==> src/rtl/sub_skip_pkg.sv <==
// constants for the subtract / decrement-skip / set-byte execution block
// assumes a single core clock and a synchronous active-low core reset
package sub_skip_pkg;
	// ==========================================================
	// operation codes from the decoder
	typedef enum logic [2:0] {
		OP_NONE,
		OP_SUB_WITH_BORROW_TO_W,
		OP_SUB_WITH_BORROW_TO_MEM,
		OP_STEP_DOWN_SKIP_IF_ZERO,
		OP_STEP_DOWN_TO_W_SKIP_IF_ZERO,
		OP_SET_MEM
	} op_t;

	// ==========================================================
	// reset values, data constants and the half-borrow bit index
	localparam logic [7:0] W_RESET     = 8'h00;
	localparam logic [7:0] ALL_ONES    = 8'hff;
	localparam logic [7:0] ONE         = 8'h01;
	localparam logic       FLAG_RESET  = 1'h0;
	localparam logic [3:0] NIBBLE_ONES = 4'hf;
	localparam int         HALF_BIT    = 4;
endpackage

==> src/rtl/sub_skip_exec.sv <==
// execution datapath for subtract-with-borrow, decrement-and-skip and set-byte
// assumes the decoder presents one op with its memory byte per cycle, and honours o_SKIP_BUSY
// Operation
// RQ1: sub_with_borrow_to_w puts working_register minus byte minus not-carry into working_register.
// RQ2: sub_with_borrow_to_mem computes the same difference and writes it to the addressed byte.
// RQ3: after either subtract the carry is 0 on a negative result and 1 on positive or zero.
// RQ4: both subtracts update signed_wrap_flag, zero, half_borrow_flag and carry.
// RQ5: step_down_skip_if_zero writes byte minus one back and skips when it is zero.
// RQ6: step_down_to_w_skip_if_zero puts byte minus one in working_register, memory untouched, skip on zero.
// RQ7: a skip inserts one dummy cycle so the skipping instruction takes two machine cycles.
// RQ8: decrement-skip instructions leave every flag unchanged.
// RQ9: set-memory writes all ones into the addressed byte.
// RQ10: zero flag on zero result, half borrow from bit 3, signed wrap on two's-complement overflow.
// RQ11: non-skipping instructions take one cycle and never insert a dummy cycle.
`timescale 1ns/10ps
`default_nettype none
module sub_skip_exec (
	input  wire logic                I_MCLK,
	input  wire logic                I_RESET_N,
	input  wire sub_skip_pkg::op_t   I_OP,
	input  wire logic [7:0]          I_MEM_RDATA,
	output logic                     O_MEM_WE,
	output logic      [7:0]          O_MEM_WDATA,
	output logic      [7:0]          O_WORKING_REGISTER,
	output logic                     O_CARRY,
	output logic                     O_ZERO,
	output logic                     O_SIGNED_WRAP_FLAG,
	output logic                     O_HALF_BORROW_FLAG,
	output logic                     O_SKIP_BUSY
);
	// ==========================================================
	// arithmetic
	logic [8:0] diff;
	logic [4:0] low_diff;
	logic [7:0] dec;
	logic       borrow_in;
	logic       is_sub;
	logic       is_dec;
	logic       next_skip;

	// borrow in is the inverted carry
	assign borrow_in = ~O_CARRY;
	assign is_sub    = (I_OP == sub_skip_pkg::OP_SUB_WITH_BORROW_TO_W) ||
		(I_OP == sub_skip_pkg::OP_SUB_WITH_BORROW_TO_MEM);
	assign is_dec    = (I_OP == sub_skip_pkg::OP_STEP_DOWN_SKIP_IF_ZERO) ||
		(I_OP == sub_skip_pkg::OP_STEP_DOWN_TO_W_SKIP_IF_ZERO);
	// RQ1 difference core
	assign diff      = {1'h0, O_WORKING_REGISTER} - {1'h0, I_MEM_RDATA} - {8'h00, borrow_in};
	assign low_diff  = {1'h0, O_WORKING_REGISTER[3:0]} - {1'h0, I_MEM_RDATA[3:0]} - {4'h0, borrow_in};
	assign dec       = I_MEM_RDATA - sub_skip_pkg::ONE;
	// RQ5 zero test on decrement
	assign next_skip = is_dec && (dec == 8'h00) && !O_SKIP_BUSY;

	// ==========================================================
	// working register
	always_ff @(posedge I_MCLK) begin
		if (!I_RESET_N) begin
			O_WORKING_REGISTER <= sub_skip_pkg::W_RESET;
		end else if (!O_SKIP_BUSY) begin
			// RQ1 result to w
			if (I_OP == sub_skip_pkg::OP_SUB_WITH_BORROW_TO_W) begin
				O_WORKING_REGISTER <= diff[7:0];
			// RQ6 decrement to w
			end else if (I_OP == sub_skip_pkg::OP_STEP_DOWN_TO_W_SKIP_IF_ZERO) begin
				O_WORKING_REGISTER <= dec;
			end
		end
	end

	// ==========================================================
	// memory write port, registered so the outputs come from flops
	always_ff @(posedge I_MCLK) begin
		if (!I_RESET_N) begin
			O_MEM_WE    <= sub_skip_pkg::FLAG_RESET;
			O_MEM_WDATA <= sub_skip_pkg::W_RESET;
		end else begin
			O_MEM_WE    <= 1'h0;
			O_MEM_WDATA <= O_MEM_WDATA;
			if (!O_SKIP_BUSY) begin
				unique case (I_OP)
					// RQ2 result to memory
					sub_skip_pkg::OP_SUB_WITH_BORROW_TO_MEM: begin
						O_MEM_WE    <= 1'h1;
						O_MEM_WDATA <= diff[7:0];
					end
					// RQ5 write back decrement
					sub_skip_pkg::OP_STEP_DOWN_SKIP_IF_ZERO: begin
						O_MEM_WE    <= 1'h1;
						O_MEM_WDATA <= dec;
					end
					// RQ9 all ones
					sub_skip_pkg::OP_SET_MEM: begin
						O_MEM_WE    <= 1'h1;
						O_MEM_WDATA <= sub_skip_pkg::ALL_ONES;
					end
					default: begin
						O_MEM_WE <= 1'h0;
					end
				endcase
			end
		end
	end

	// ==========================================================
	// status flags; decrements never touch them
	always_ff @(posedge I_MCLK) begin
		if (!I_RESET_N) begin
			O_CARRY            <= sub_skip_pkg::FLAG_RESET;
			O_ZERO             <= sub_skip_pkg::FLAG_RESET;
			O_SIGNED_WRAP_FLAG <= sub_skip_pkg::FLAG_RESET;
			O_HALF_BORROW_FLAG <= sub_skip_pkg::FLAG_RESET;
		// RQ4 update all four
		end else if (is_sub && !O_SKIP_BUSY) begin
			// RQ3 carry is not borrow
			O_CARRY            <= ~diff[8];
			// RQ10 zero half wrap
			O_ZERO             <= (diff[7:0] == 8'h00);
			O_HALF_BORROW_FLAG <= ~low_diff[sub_skip_pkg::HALF_BIT];
			O_SIGNED_WRAP_FLAG <= (O_WORKING_REGISTER[7] != I_MEM_RDATA[7]) && (diff[7] != O_WORKING_REGISTER[7]);
		end else begin
			// RQ8 flags held
			O_CARRY            <= O_CARRY;
			O_ZERO             <= O_ZERO;
			O_SIGNED_WRAP_FLAG <= O_SIGNED_WRAP_FLAG;
			O_HALF_BORROW_FLAG <= O_HALF_BORROW_FLAG;
		end
	end

	// ==========================================================
	// skip: one dummy cycle while the next instruction is fetched
	// RQ7 dummy cycle insert
	// RQ11 no dummy otherwise
	always_ff @(posedge I_MCLK) begin
		if (!I_RESET_N) begin
			O_SKIP_BUSY <= sub_skip_pkg::FLAG_RESET;
		end else begin
			O_SKIP_BUSY <= next_skip;
		end
	end
endmodule
`default_nettype wire

==> config.mk <==
export PLATFORM = sky130hd
export DESIGN_NAME = sub_skip_exec
export DESIGN_NICKNAME = d
export VERILOG_FILES = /design/src/rtl/sub_skip_pkg.sv /design/src/rtl/sub_skip_exec.sv
export SDC_FILE = /design/constraint.sdc
export NUM_CORES = 1
export LEC_CHECK = 0
export BUFFER_PORTS_ARGS = -buffer_cell sky130_fd_sc_hd__buf_2
export CAP_MARGIN = 20
export CORE_ASPECT_RATIO = 0.5
export CORE_MARGIN = 2
export CORE_UTILIZATION = 59
export DETAILED_ROUTE_END_ITERATION = 12
export HOLD_SLACK_MARGIN = 0.1
export PLACE_DENSITY_LB_ADDON = 0.25
export SLEW_MARGIN = 20
export SYNTH_ARGS = -nofsm -noshare
export SYNTH_HDL_FRONTEND = slang
export SYNTH_SLANG_ARGS = --single-unit
export TNS_END_PERCENT = 20
==> constraint.sdc <==
create_clock -name I_MCLK -period 9 [get_ports I_MCLK]
set_clock_uncertainty 0.15 [all_clocks]
set_input_delay 1.8 -clock I_MCLK [delete_from_list [all_inputs] [get_ports I_MCLK]]
set_output_delay 1.8 -clock I_MCLK [all_outputs]
set_load 0.03 [all_outputs]
* After elaboration in Yosys (flattened, before gate mapping)
Index checks and enable logic that the tools add are counted.
** Word-level totals
- Register bits after elaboration :: 22
- Latch bits :: 0
- Memory bits (writable) :: 0
- ROM bits :: 0
- Bits of input ports :: 13
- Output and inout bits :: 22
- Word-level logic and storage cells :: 44
- Memories :: 0
** Operators by class
- Add/subtract/negate cells :: 5
- Multipliers :: 0
- Divide/modulo/power cells :: 0
- $lt $le $gt $ge :: 0
- Equal/unequal tests :: 7
- Shift operators :: 0
- Mux-type cells :: 4
- Bitwise gates (word level) :: 5
- Reduce and logical (&&, ||, !) cells :: 15
** Operators with widths (number)
- $pmux W8 S3 :: 1
- $logic_not A8 Y1 :: 2
- $mux W8 :: 2
- $sub A8 B8 Y9 :: 1
- $sub A9 B1 Y9 :: 1
- $sub A8 B1 Y8 const B :: 1
- $eq A3 B2 Y1 const B :: 2
- $eq A3 B3 Y1 const B :: 2
- $not A1 Y1 :: 5
- $sub A4 B4 Y5 :: 1
- $sub A5 B1 Y5 :: 1
- $logic_and A1 B1 Y1 :: 4
- $reduce_and A2 Y1 :: 2
- $eq A3 B1 Y1 const B :: 1
- $reduce_bool A3 Y1 :: 1
- $reduce_or A3 Y1 :: 1
- $logic_or A1 B1 Y1 :: 2
- $ne A1 B1 Y1 :: 2
- $reduce_bool A2 Y1 :: 1
- $reduce_or A2 Y1 :: 1
- $logic_not A1 Y1 :: 1
- $mux W1 :: 1

* Depth between registers and ports, before layout
Gate-level depths: netlist of run 1.
- Word-level depth :: 4
- Gate-level depth with buffers :: 11
- Depth with buffers taken out :: 11

* Least setup slack after synthesis of run 1
Ideal clock, no wire load.
- Path type :: input to register
- Start point :: in I_MEM_RDATA[0]
- End point :: reg O_ZERO
- Setup time :: 57 ps
- Data arrival time :: 4468 ps
- Required time :: 8793 ps
- Path slack :: 4325 ps
- Cell stages on the path :: 10
- Buffers on the path :: 0
- Cell sequence :: fa_1 inv_1 ha_1 or2_2 fa_1 nand2b_1 a2111oi_2 o21bai_1 a2111oi_2 a21o_1
** Between the ends
- Word-level cells in the longest chain between the ends :: 3
** RTL lines
- from (decl) :: line sub_skip_exec.sv:21 : input wire logic [7:0] I_MEM_RDATA,
- $sub A8 B8 Y9 :: line sub_skip_exec.sv:48 : assign diff = {1'h0, O_WORKING_REGISTER} - {1'h0, I_MEM_RDATA} - {8'h00, borrow_in};
- $sub A9 B1 Y9 :: line sub_skip_exec.sv:48
- $logic_not A8 Y1 :: line sub_skip_exec.sv:117 : O_ZERO <= (diff[7:0] == 8'h00);
- to (signal assigned) :: line sub_skip_exec.sv:109 : O_ZERO <= sub_skip_pkg::FLAG_RESET;
- to (signal assigned) :: line sub_skip_exec.sv:117
- to (decl) :: line sub_skip_exec.sv:26 : output logic O_ZERO,
No other way between the ends.
A chain may end at the register's enable or synchronous reset.

* Worst setup path in the final report of run 1
Same ends and word-level chain as after synthesis.

==> results.ini, run 1 <==
[worst_setup_path]
reg2reg_from=O_CARRY$_SDFFE_PN0P_
cp_max_fo=7
cpPeakStageDelay_ns=0.57
cp_slowest_cell=fa_1
r2r_end=O_ZERO$_SDFFE_PN0P_
rrSetupSlack_ns=5.39
crit_start=I_MEM_RDATA[0]
path_class=input port to register
critPathLaunchType=input port
cp.required_ns=9.07
crit_family=compound AO/OA/AOI/OAI gates
arrival_ns=4.94
reg2reg_depth=11
end_kind=register
crit_buf_inv=2
path_cells=buf_2, fa_1, inv_1, ha_1, or2_2, fa_1, nand2b_1, a2111oi_2, o21bai_1, a2111oi_2, a21o_1

[outcome]
status=finished clean

[place]
place_congestion=0.909
dp_hpwl_um=3600
place_area_sq_um=1920
portBuffers=34

[final_layout]
drive_above_1_share_pct=18.3
final_nets=284
seq_area_sq_um=440
final_common_cell=buf_2
stdcell_area_sq_um=1990
areaGrowthSynthToFinish_pct=14.2
fillers=223
final_cell_mix=buf_2, inv_1, dfxtp_1, a21oi_1, nand2_1
multi_input_area_sq_um=1170
antenna_cells=0

[floorplanning]
die_area_sq_um=3430
ios=35
die_w_um=80.8
rows=13
start_util_pct=64.5
die_h_um=42.4
core-area_sq_um=2700

[synthesis]
synth_top_family_by_area=simple AND/OR/NAND/NOR gates
synth_simple_gate_area_share_pct=22.6
synthFlopType=dfxtp_1
synth-async-reset-ratio_pct=0
ys_seq_elements=22
ys_warn_count=0
synth-edff-count=0
yosysUniqueCellTypes=49
synth_compound_area_share_pct=22.1
netlist_instances=223
synthMuxAreaShare_pct=0.575
syn_area_sq_um=1740
synth_fa_ha_area_share_pct=13.8
syn_area_per_cell_sq_um=7.81
synth_xor_xnor_area_share_pct=7.97
syn-num-nets=254
synth-seq-area-share_pct=25.3

[route]
dr.pass1.iters=4
vias=1717
post_drt_wl_per_cell_um=16.4
drt-initial-drc-count=137
vias_per_cell=5.94
drt-total-wl_um=4740
drc=0
ant_nets=0

[grt]
antenna_found_initial=0
grt_pass1_wl_um=7440
grt_pass1_vias=1486
grt-ovfl-total=0
track_usage_pct=29.3
grt_start_max_net_pins=19

[power_and_ir_drop]
max-vdd-ir-drop_v=0.000114
cellLeakagePower_nw=0.920
p_total_w=0.000348
p_per_area_nw_per_um2=175

[clock_network]
clkSinkCount=22
clkTransAtPathRegs_ns=0.09
clockBufferDepth=2
cts_buffers=3
clk_latency_ns=0.27
h-tree-depth=1
cts-root-buf=clkbuf_8
cts_resized=0
cts_setup_buffers=0
cts_tree=yes
ctsHoldBuffers=0

[timing]
max_freq_mhz=206
slew_violations=0
layout_worst_path_cycle_share_pct=54.1
final-setup-viol-count=0
tns_ns=0
finalHoldViolCount=0
max_slew_margin_pct=51.0
rsz0062_at_grt=no
min_period_ns=4.87
tightest_slew_ns=0.733

[run]
drv_cap=0

[hold_path]
worstHoldStart=O_HALF_BORROW_FLAG$_SDFFE_PN0P_
hp-class=register to register
min_to=O_HALF_BORROW_FLAG$_SDFFE_PN0P_
hold_path_depth=2

## kinds of logic (layout without fill, tap and decap cells)
family	count (synthesis)	after routing
AOI/OAI and AO/OA	60	60
xor gates and xnor gates	15	15
adders and majority gates	18	18
buffers and inverters	34	63
DFF	22	22
muxes	1	1
and+or+nand+nor	73	73
## where the power goes
group | switching [W] | internal [W] | total, W
logic | 0.0000925 | 0.0000485 | 0.000141
registers | 0.00000532 | 0.000105 | 0.000111
clock network | 0.0000365 | 0.0000595 | 0.0000960
## worst max path at each step
stage	cells after the start	slack [ns]	end
after floorplan	10	4.32	O_ZERO$_SDFFE_PN0P_
after global placement	11	4.09	O_ZERO$_SDFFE_PN0P_
after detailed placement	11	3.94	O_ZERO$_SDFFE_PN0P_
after CTS	11	4.18	O_ZERO$_SDFFE_PN0P_
after global routing	11	4.00	O_ZERO$_SDFFE_PN0P_
final	11	4.13	O_ZERO$_SDFFE_PN0P_
## through the flow
| step | std cells | hold slack, ns | worst slack, ns | util (%) |
|---|---|---|---|---|
| finish | 289 | 0.310 | 4.13 | 73.7 |
| global route | 289 | 0.346 | 4.00 | 73.7 |
| CTS | 289 | 0.311 | 4.18 | 73.7 |
| detailed placement | 285 | 0.298 | 3.94 | 71.0 |
| global placement | 285 | 0.291 | 4.09 | 71.0 |
| floorplan | 223 | 0.429 | 4.32 | - |
## synth_stat cells, types with 2 or more instances
cell type  instances  area [sq um]
a2111oi_2          2          30.0
a211oi_1           4          30.0
a21oi_1           20           100
a221oi_1           2          17.5
buf_2              2          10.0
clkbuf_1           6          22.5
dfxtp_1           22           440
fa_1               2          40.0
ha_1              16           200
inv_1             24          90.1
nand2_1           19          71.3
nand2b_1           2          12.5
nand3_1            8          40.0
nor2_1            17          63.8
nor2b_1            3          18.8
nor3_1             5          25.0
nor3b_1            2          15.0
nor4_1             2          12.5
o211ai_1           4          30.0
o21ai_0           12          60.1
o21ai_1            4          20.0
o31ai_1            4          30.0
or3_1              2          12.5
or3b_1             2          17.5
xnor2_1           10          87.6
xor2_1             4          35.0
## state kept, by name, indices dropped and copies added (netlist names)
signal	flops
O_HALF_BORROW_FLAG	1
O_SKIP_BUSY	1
O_MEM_WDATA	8
O_SIGNED_WRAP_FLAG	1
O_WORKING_REGISTER	8
O_ZERO	1
O_CARRY	1
O_MEM_WE	1
## final cells by class
| type | count | share of cell area, % |
|---|---|---|
| Clock inverter | 1 | 1.51 |
| Multi-Input combinational cell | 167 | 58.7 |
| Tap cell | 37 | 2.33 |
| Timing Repair Buffer | 34 | 8.55 |
| Clock buffer | 3 | 2.08 |
| Inverter | 25 | 4.72 |
| Sequential cell | 22 | 22.1 |
## worst reg2reg max path: cells and delay by family, from the launching register on
| family | cells | cell delay, ns |
|---|---|---|
| AO/OA/AOI/OAI | 4 | 1.29 |
| adder cells (fa/ha/maj) | 3 | 1.09 |
| AND/OR/NAND/NOR | 2 | 0.49 |
| flip-flops | 1 | 0.41 |
| buffers and inverters | 2 | 0.12 |
## per-layer routing
| metal | track usage, % | part of all wire [%] | wire [um] |
|---|---|---|---|
| met5 | 0 | 0 | 0 |
| met4 | 4.07 | 1.0 | 48 |
| met1 | 45.3 | 48 | 2250 |
| met2 | 41.5 | 41 | 1930 |
| met3 | 6.90 | 11 | 510 |
No activity file was read; power rests on OpenSTA's default activity.
==> run 2: changes to the inputs <==
Settings changed: ABC_AREA set to 1, CORE_UTILIZATION 59 to 55.
Clock period 9 ns to 4.6 ns, I/O delays scaled along.
==> run 2 against run 1 <==
  * Synthesized cell count rose by 24%
  * Sequential power rose by 96%
  * Global-route usage fell by 2.1 points
  * First-iteration DRC count rose by 23%
  * Core utilization fell by 5.5 points
  * Highest routed layer unchanged
  * Final cell count rose by 22%
  * Total power rose by 110%
  * Largest power group unchanged
  * Hold slack improved by 0.033 ns
  * Register-to-register slack got worse by 3.9 ns
  * Critical path depth rose by 2
  * Synthesized area rose by 3.9%
  * Routed wire length rose by 6.6%
  * Critical path type unchanged
==> results.ini, run 2 <==
[grt]
grt_pass1_vias=1686  ; +13%
grt_pass1_wl_um=7910  ; +6.4%
track_usage_pct=27.2  ; -2.1 points
grt-ovfl-total=0  ; unchanged
grt_start_max_net_pins=18  ; -1
antenna_found_initial=0  ; unchanged

[synthesis]
ys_seq_elements=22  ; unchanged
ys_warn_count=0  ; unchanged
synth-seq-area-share_pct=24.3  ; -0.94 points
synthFlopType=dfxtp_1
yosysUniqueCellTypes=29  ; -41%
syn_area_per_cell_sq_um=6.53  ; -16%
netlist_instances=277  ; +24%
syn-num-nets=308  ; +21%
yosys-top-cells-area=dfxtp_1, ha_1, nand2_1
yosysTopAreaCellShare_pct=24.3  ; -0.94 points
syn_area_sq_um=1810  ; +3.9%
synth_most_common_cell=nand2_1
synth_top_cell_by_area=dfxtp_1
synth_commonest_cells=nand2_1, inv_1, a21oi_1
synth-async-reset-ratio_pct=0  ; unchanged
synth-edff-count=0  ; unchanged

[clock_network]
cts_tree=yes
cts_setup_buffers=0  ; unchanged
clkTransAtPathRegs_ns=0.09  ; about the same
cts_resized=0  ; unchanged
clk_latency_ns=0.27  ; about the same
ctsHoldBuffers=0  ; unchanged
cts-root-buf=clkbuf_8
clockBufferDepth=2  ; unchanged
clkSinkCount=22  ; unchanged
h-tree-depth=1  ; unchanged
cts_buffers=3  ; unchanged

[timing]
tightest_slew_ns=0.698  ; -0.0344 ns
tns_ns=0  ; unchanged
max_slew_margin_pct=53.1  ; +2.1 points
rsz0062_at_grt=no
layout_worst_path_cycle_share_pct=76.1
finalHoldViolCount=0  ; unchanged
final-setup-viol-count=0  ; unchanged
slew_violations=0  ; unchanged
min_period_ns=3.50
holdWs_ns=0.344  ; +0.0332 ns
max_freq_mhz=286

[place]
place_congestion=0.906  ; -0.31%
dp_hpwl_um=3970  ; +10%
dp.cells=349  ; +22%
place_area_sq_um=2020  ; +5.2%
portBuffers=34  ; unchanged

[worst_setup_path]
reg2reg_from=O_WORKING_REGISTER[0]$_SDFFE_PN0P_
crit_family=adder cells
path_class=input port to register
critPathLaunchType=input port
cp_slowest_cell=fa_1
cpPeakStageDelay_ns=0.56  ; about the same
cpMostUsedCell=nand3_1
end_kind=register
arrival_ns=3.56  ; -1.38 ns
crit_start=I_MEM_RDATA[0]
cp.required_ns=4.66  ; -4.41 ns
path_cells=buf_2, fa_1, inv_1, ha_1, or2_2, fa_1, xnor2_1, nand3_1, nor2_1, nand3_1, nor2_1, nand3_1, a21oi_1
cp_max_fo=3  ; -4
crit_buf_inv=2  ; unchanged

[final_layout]
reg.largest.list=O_MEM_WDATA (8), O_WORKING_REGISTER (8)
stdcell_area_sq_um=2090  ; +5.0%
areaGrowthSynthToFinish_pct=15.5
final_cell_mix=nand2_1, inv_1, buf_2, a21oi_1, dfxtp_1
final_common_cell=nand2_1
layout.cells.non_filler=353  ; +22%
antenna_cells=0  ; unchanged
fillers=273  ; +22%
final_nets=345  ; +21%
drive_above_1_share_pct=19.5  ; +1.2 points

[route]
drt-total-wl_um=5050  ; +6.6%
post_drt_wl_per_cell_um=14.3  ; -13%
top_layer=met4
route.met3.wl_um=589  ; +15%
drt-met1-wl_um=2310  ; +2.7%
drt-initial-drc-count=168  ; +23%
vias_per_cell=5.42  ; -8.7%
dr.pass1.iters=6  ; +2
ant_nets=0  ; unchanged
drc=0  ; unchanged
vias=1915  ; +12%
dr_wl_met2_um=2120  ; +9.7%

[power_and_ir_drop]
p_per_area_nw_per_um2=353  ; +100%
max-vdd-ir-drop_v=0.000207  ; +81%
cellLeakagePower_nw=1.12  ; +22%

[floorplanning]
die_w_um=85.1  ; +5.3%
start_util_pct=59.0  ; -5.5 points
die_area_sq_um=3790  ; +11%
ios=35  ; unchanged
die_h_um=44.6  ; +5.0%
core-area_sq_um=3070  ; +14%
rows=14  ; +1

[hold_path]
hp-class=register to register
worstHoldStart=O_WORKING_REGISTER[2]$_SDFFE_PN0P_

[run]
drv_cap=0  ; unchanged

[outcome]
status=finished clean

==> run 2: worst reg2reg max path, stage by stage (launching register included) <==
cell and delay, ns:
dfxtp_1 0.37, inv_1 0.07, fa_1 0.53, inv_1 0.05, ha_1 0.19, or2_2 0.31, fa_1 0.45, xnor2_1 0.34
nand3_1 0.12, nor2_1 0.10, nand3_1 0.09, nor2_1 0.10, nand3_1 0.08, a21oi_1 0.13
==> run 2: kinds of logic after synthesis <==
kind of cell	share of synthesized area [%]
AO/OA/AOI/OAI	17.6
adder cells (fa/ha/maj)	13.3
AND/OR/NAND/NOR	28.6
multiplexers	0.553
XOR/XNOR	3.39
buffers and inverters	12.2
flip-flops	24.3
==> run 2: per-layer routing <==
layer	track usage, %	vias up
met5	0	-
met4	5.40	0
met3	7.46	4
met2	43.3	96
met1	37.6	857
li1	-	958
==> run 2: cell type report <==
class / instances / area, sq um / area share (%)
Timing Repair Buffer: 34 / 170 / 8.14
Clock buffer: 3 / 41.3 / 1.98
Multi-Input combinational cell: 197 / 1150 / 54.9
Clock inverter: 1 / 30.0 / 1.44
Inverter: 56 / 210 / 10.1
Sequential cell: 22 / 440 / 21.1
Tap cell: 40 / 50.0 / 2.40
==> run 2: power breakdown <==
group / switching, W / internal, W / leakage, nW
registers: 0.00000992 / 0.000208 / 0.182
logic: 0.000226 / 0.000104 / 0.906
clock network: 0.0000735 / 0.000116 / 0.0357
==> run 2: final timing paths <==
check	to	slack, ns	cells past startpoint
worst max register to register	O_ZERO$_SDFFE_PN0P_	1.46	13
worst min-delay path	O_WORKING_REGISTER[2]$_SDFFE_PN0P_	0.34	2
worst min register to register	O_WORKING_REGISTER[2]$_SDFFE_PN0P_	0.34	2
worst max-delay path	O_ZERO$_SDFFE_PN0P_	1.10	13
==> run 2: per-stage QoR <==
step	util, %	setup WS [ns]	total power (W)
floorplan	-	1.30	0.000454
global placement	65.8	1.09	0.000528
detailed placement	65.8	0.875	0.000538
CTS	68.2	1.16	0.000729
global route	68.2	0.952	0.000778
finish	68.2	1.10	0.000737
==> run 3: changes to the inputs <==
Settings changed: CORE_UTILIZATION 55 to 50.
Clock period 4.6 ns to 3.1 ns, I/O delays scaled along.
==> run 3 against run 2 <==
  * Hold slack better by 0.0052 ns
  * Worst setup slack worse by 0.82 ns
  * Total power up 40%
  * Sequential power up 48%
  * Critical endpoint unchanged
  * Final area up 2.0%
  * Via count down 3.5%
  * Final cell count up 4.2%
  * Routed wire length down 8.0%
  * Critical path depth up 2
  * Clock-buffer cell count up 1
  * Die area up 9.3%
  * Sequential share of layout area down 0.35 points
==> results.ini, run 3 (same netlist as run 2, synthesis figures left out) <==
[grt]
grt_pass1_vias=1679  ; -0.42%
grt_start_max_net_pins=18  ; unchanged
grt_pass1_wl_um=7710  ; -2.6%
grt-ovfl-total=0  ; unchanged
antenna_found_initial=0  ; unchanged
track_usage_pct=25.0  ; -2.2 points

[place]
dp_hpwl_um=3800  ; -4.2%
pre_cts_slack_ns=-0.132  ; -1.01 ns
dp.cells=364  ; +4.3%
place_congestion=0.934  ; +3.0%
place_area_sq_um=2060  ; +2.2%
portBuffers=34  ; unchanged

[timing]
slew_violations=0  ; unchanged
tightest_slew_ns=0.651  ; -0.0475 ns
final-setup-viol-count=0  ; unchanged
setup_ws_ns=0.277  ; -0.822 ns
layout_worst_path_cycle_share_pct=91.1
max_freq_mhz=354
rsz0062_at_grt=no
max_slew_margin_pct=56.3  ; +3.2 points
finalHoldViolCount=0  ; unchanged
min_period_ns=2.82

[floorplanning]
start_util_pct=52.4  ; -6.6 points
die_area_sq_um=4140  ; +9.3%
rows=15  ; +1
ios=35  ; unchanged
die_h_um=46.5  ; +4.4%
die_w_um=89.1  ; +4.7%
core-area_sq_um=3450  ; +13%

[power_and_ir_drop]
p_seq_share_pct=31.4  ; +1.9 points
p_sw_share_pct=42.4  ; +0.46 points
power_frac_clock_pct=19.9  ; -5.9 points
p_per_area_nw_per_um2=483  ; +37%
p_comb_share_pct=48.7  ; +4.0 points
cellLeakagePower_nw=1.14  ; +1.4%
p_switching_w=0.000436  ; +41%
p_int_w=0.000592  ; +39%
max-vdd-ir-drop_v=0.000315  ; +52%

[final_layout]
final_nets=349  ; +1.2%
antenna_cells=0  ; unchanged
layout.cells.non_filler=368  ; +4.2%
drive_above_1_share_pct=21.5  ; +2.0 points
stdcell_area_sq_um=2130  ; +2.0%
areaGrowthSynthToFinish_pct=17.8
final_cell_mix=nand2_1, inv_1, buf_2, a21oi_1, dfxtp_1
final_common_cell=nand2_1
reg.largest.list=O_MEM_WDATA (8), O_WORKING_REGISTER (8)

[worst_setup_path]
critPathLaunchType=input port
cpMostUsedCell=nand2_1
cpPeakStageDelay_ns=0.52  ; -0.04 ns
path_cells=buf_2, fa_1, inv_1, ha_1, or2_4, fa_2, inv_1, nand2_1, nand2_1, nand3b_1, nand2_1, nand3_1, nor2_1, nand3_1, a21oi_1
crit_family=adder cells
cp.required_ns=3.15  ; -1.51 ns
crit_buf_inv=3  ; +1
cp_slowest_cell=fa_1
path_class=input port to register
arrival_ns=2.87  ; -0.69 ns
cp_max_fo=3  ; unchanged
end_kind=register

[clock_network]
clkSinkCount=22  ; unchanged
cts-root-buf=clkbuf_8
clkTransAtPathRegs_ns=0.08  ; about the same
ctsHoldBuffers=0  ; unchanged
h-tree-depth=1  ; unchanged
cts_buffers=3  ; unchanged
clockBufferDepth=2  ; unchanged
cts_setup_buffers=0  ; unchanged
cts_tree=yes
clk_latency_ns=0.26  ; about the same

[route]
drc=0  ; unchanged
post_drt_wl_per_cell_um=12.6  ; -12%
top_layer=met4
drt-met1-wl_um=2350  ; +1.5%
drt-initial-drc-count=97  ; -42%
drt-total-wl_um=4650  ; -8.0%
route.met3.wl_um=334  ; -43%
ant_nets=0  ; unchanged
dr_wl_met2_um=1940  ; -8.3%
vias=1848  ; -3.5%
dr.pass1.iters=4  ; -2
vias_per_cell=5.02  ; -7.4%

[outcome]
status=finished clean

[hold_path]
hp-class=register to register

[run]
drv_cap=0  ; unchanged

run 3: cell types whose count changed in the layout (fill, tap and decap cells not counted):
cell	change
buf_4	+4
bufinv_16	-1
clkbuf_8	+1
dfxtp_1	-1
dfxtp_2	+1
fa_1	-1
fa_2	+1
or2_2	-1
or2_4	+1
xnor2_1	-1
xnor2_2	+1
run 3: cell type report:
type	instances	area, sq um
multi-input cells	197	1160
repair buffers	38	200
well taps	51	63.8
flip-flops and latches	22	442
fillers	344	1320
inverters	56	210
clock buffers	4	55.1
run 3: per-layer routing:
layer	GRT usage (%)	up-vias
met5	0	-
met4	4.48	0
met3	4.84	2
met2	39.9	58
met1	35.7	818
li1	-	970
run 3: what timing repair did:
item / in CTS / in global routing
gates resized for setup: 0 / 4
endpoints found under the hold margin: 0 / 0
setup endpoints to repair: 0 / 1
run 3: final timing paths:
| check | end | slack, ns | depth (start not counted) | start |
|---|---|---|---|---|
| min reg2reg | O_WORKING_REGISTER[2]$_SDFFE_PN0P_ | 0.35 | 2 | O_WORKING_REGISTER[2]$_SDFFE_PN0P_ |
| min | O_WORKING_REGISTER[2]$_SDFFE_PN0P_ | 0.35 | 2 | O_WORKING_REGISTER[2]$_SDFFE_PN0P_ |
| max | O_ZERO$_SDFFE_PN0P_ | 0.28 | 15 | I_MEM_RDATA[0] |
| max reg2reg | O_ZERO$_SDFFE_PN0P_ | 0.32 | 15 | O_WORKING_REGISTER[0]$_SDFFE_PN0P_ |
run 3: worst reg2reg max path: stages, from the launching register on:
cell      delay [ns]
dfxtp_2         0.35
inv_1           0.06
fa_1            0.55
inv_1           0.05
ha_1            0.18
or2_4           0.24
fa_2            0.40
inv_1           0.07
nand2_1         0.05
nand2_1         0.09
nand3b_1        0.11
nand2_1         0.09
nand3_1         0.07
nor2_1          0.08
nand3_1         0.07
a21oi_1         0.12
run 3: power groups by stage:
stage / registers (W) / clock network, W / logic [W]
after floorplan: 0.000379 / 0 / 0.000295
after global placement: 0.000327 / 0 / 0.000475
after detailed placement: 0.000329 / 0 / 0.000484
after global routing: 0.000326 / 0.000219 / 0.000562
final: 0.000323 / 0.000205 / 0.000501
after CTS: 0.000322 / 0.000209 / 0.000487
run 3: through the flow:
step / TNS [ns] / power, W / hold WS, ns / util [%]
after floorplan: 0 / 0.000674 / 0.442 / -
after global placement: -0.0719 / 0.000802 / 0.314 / 59.7
after detailed placement: -0.520 / 0.000813 / 0.337 / 59.7
after CTS: 0 / 0.00102 / 0.351 / 61.3
after global routing: 0 / 0.00111 / 0.371 / 61.7
final: 0 / 0.00103 / 0.349 / 61.7
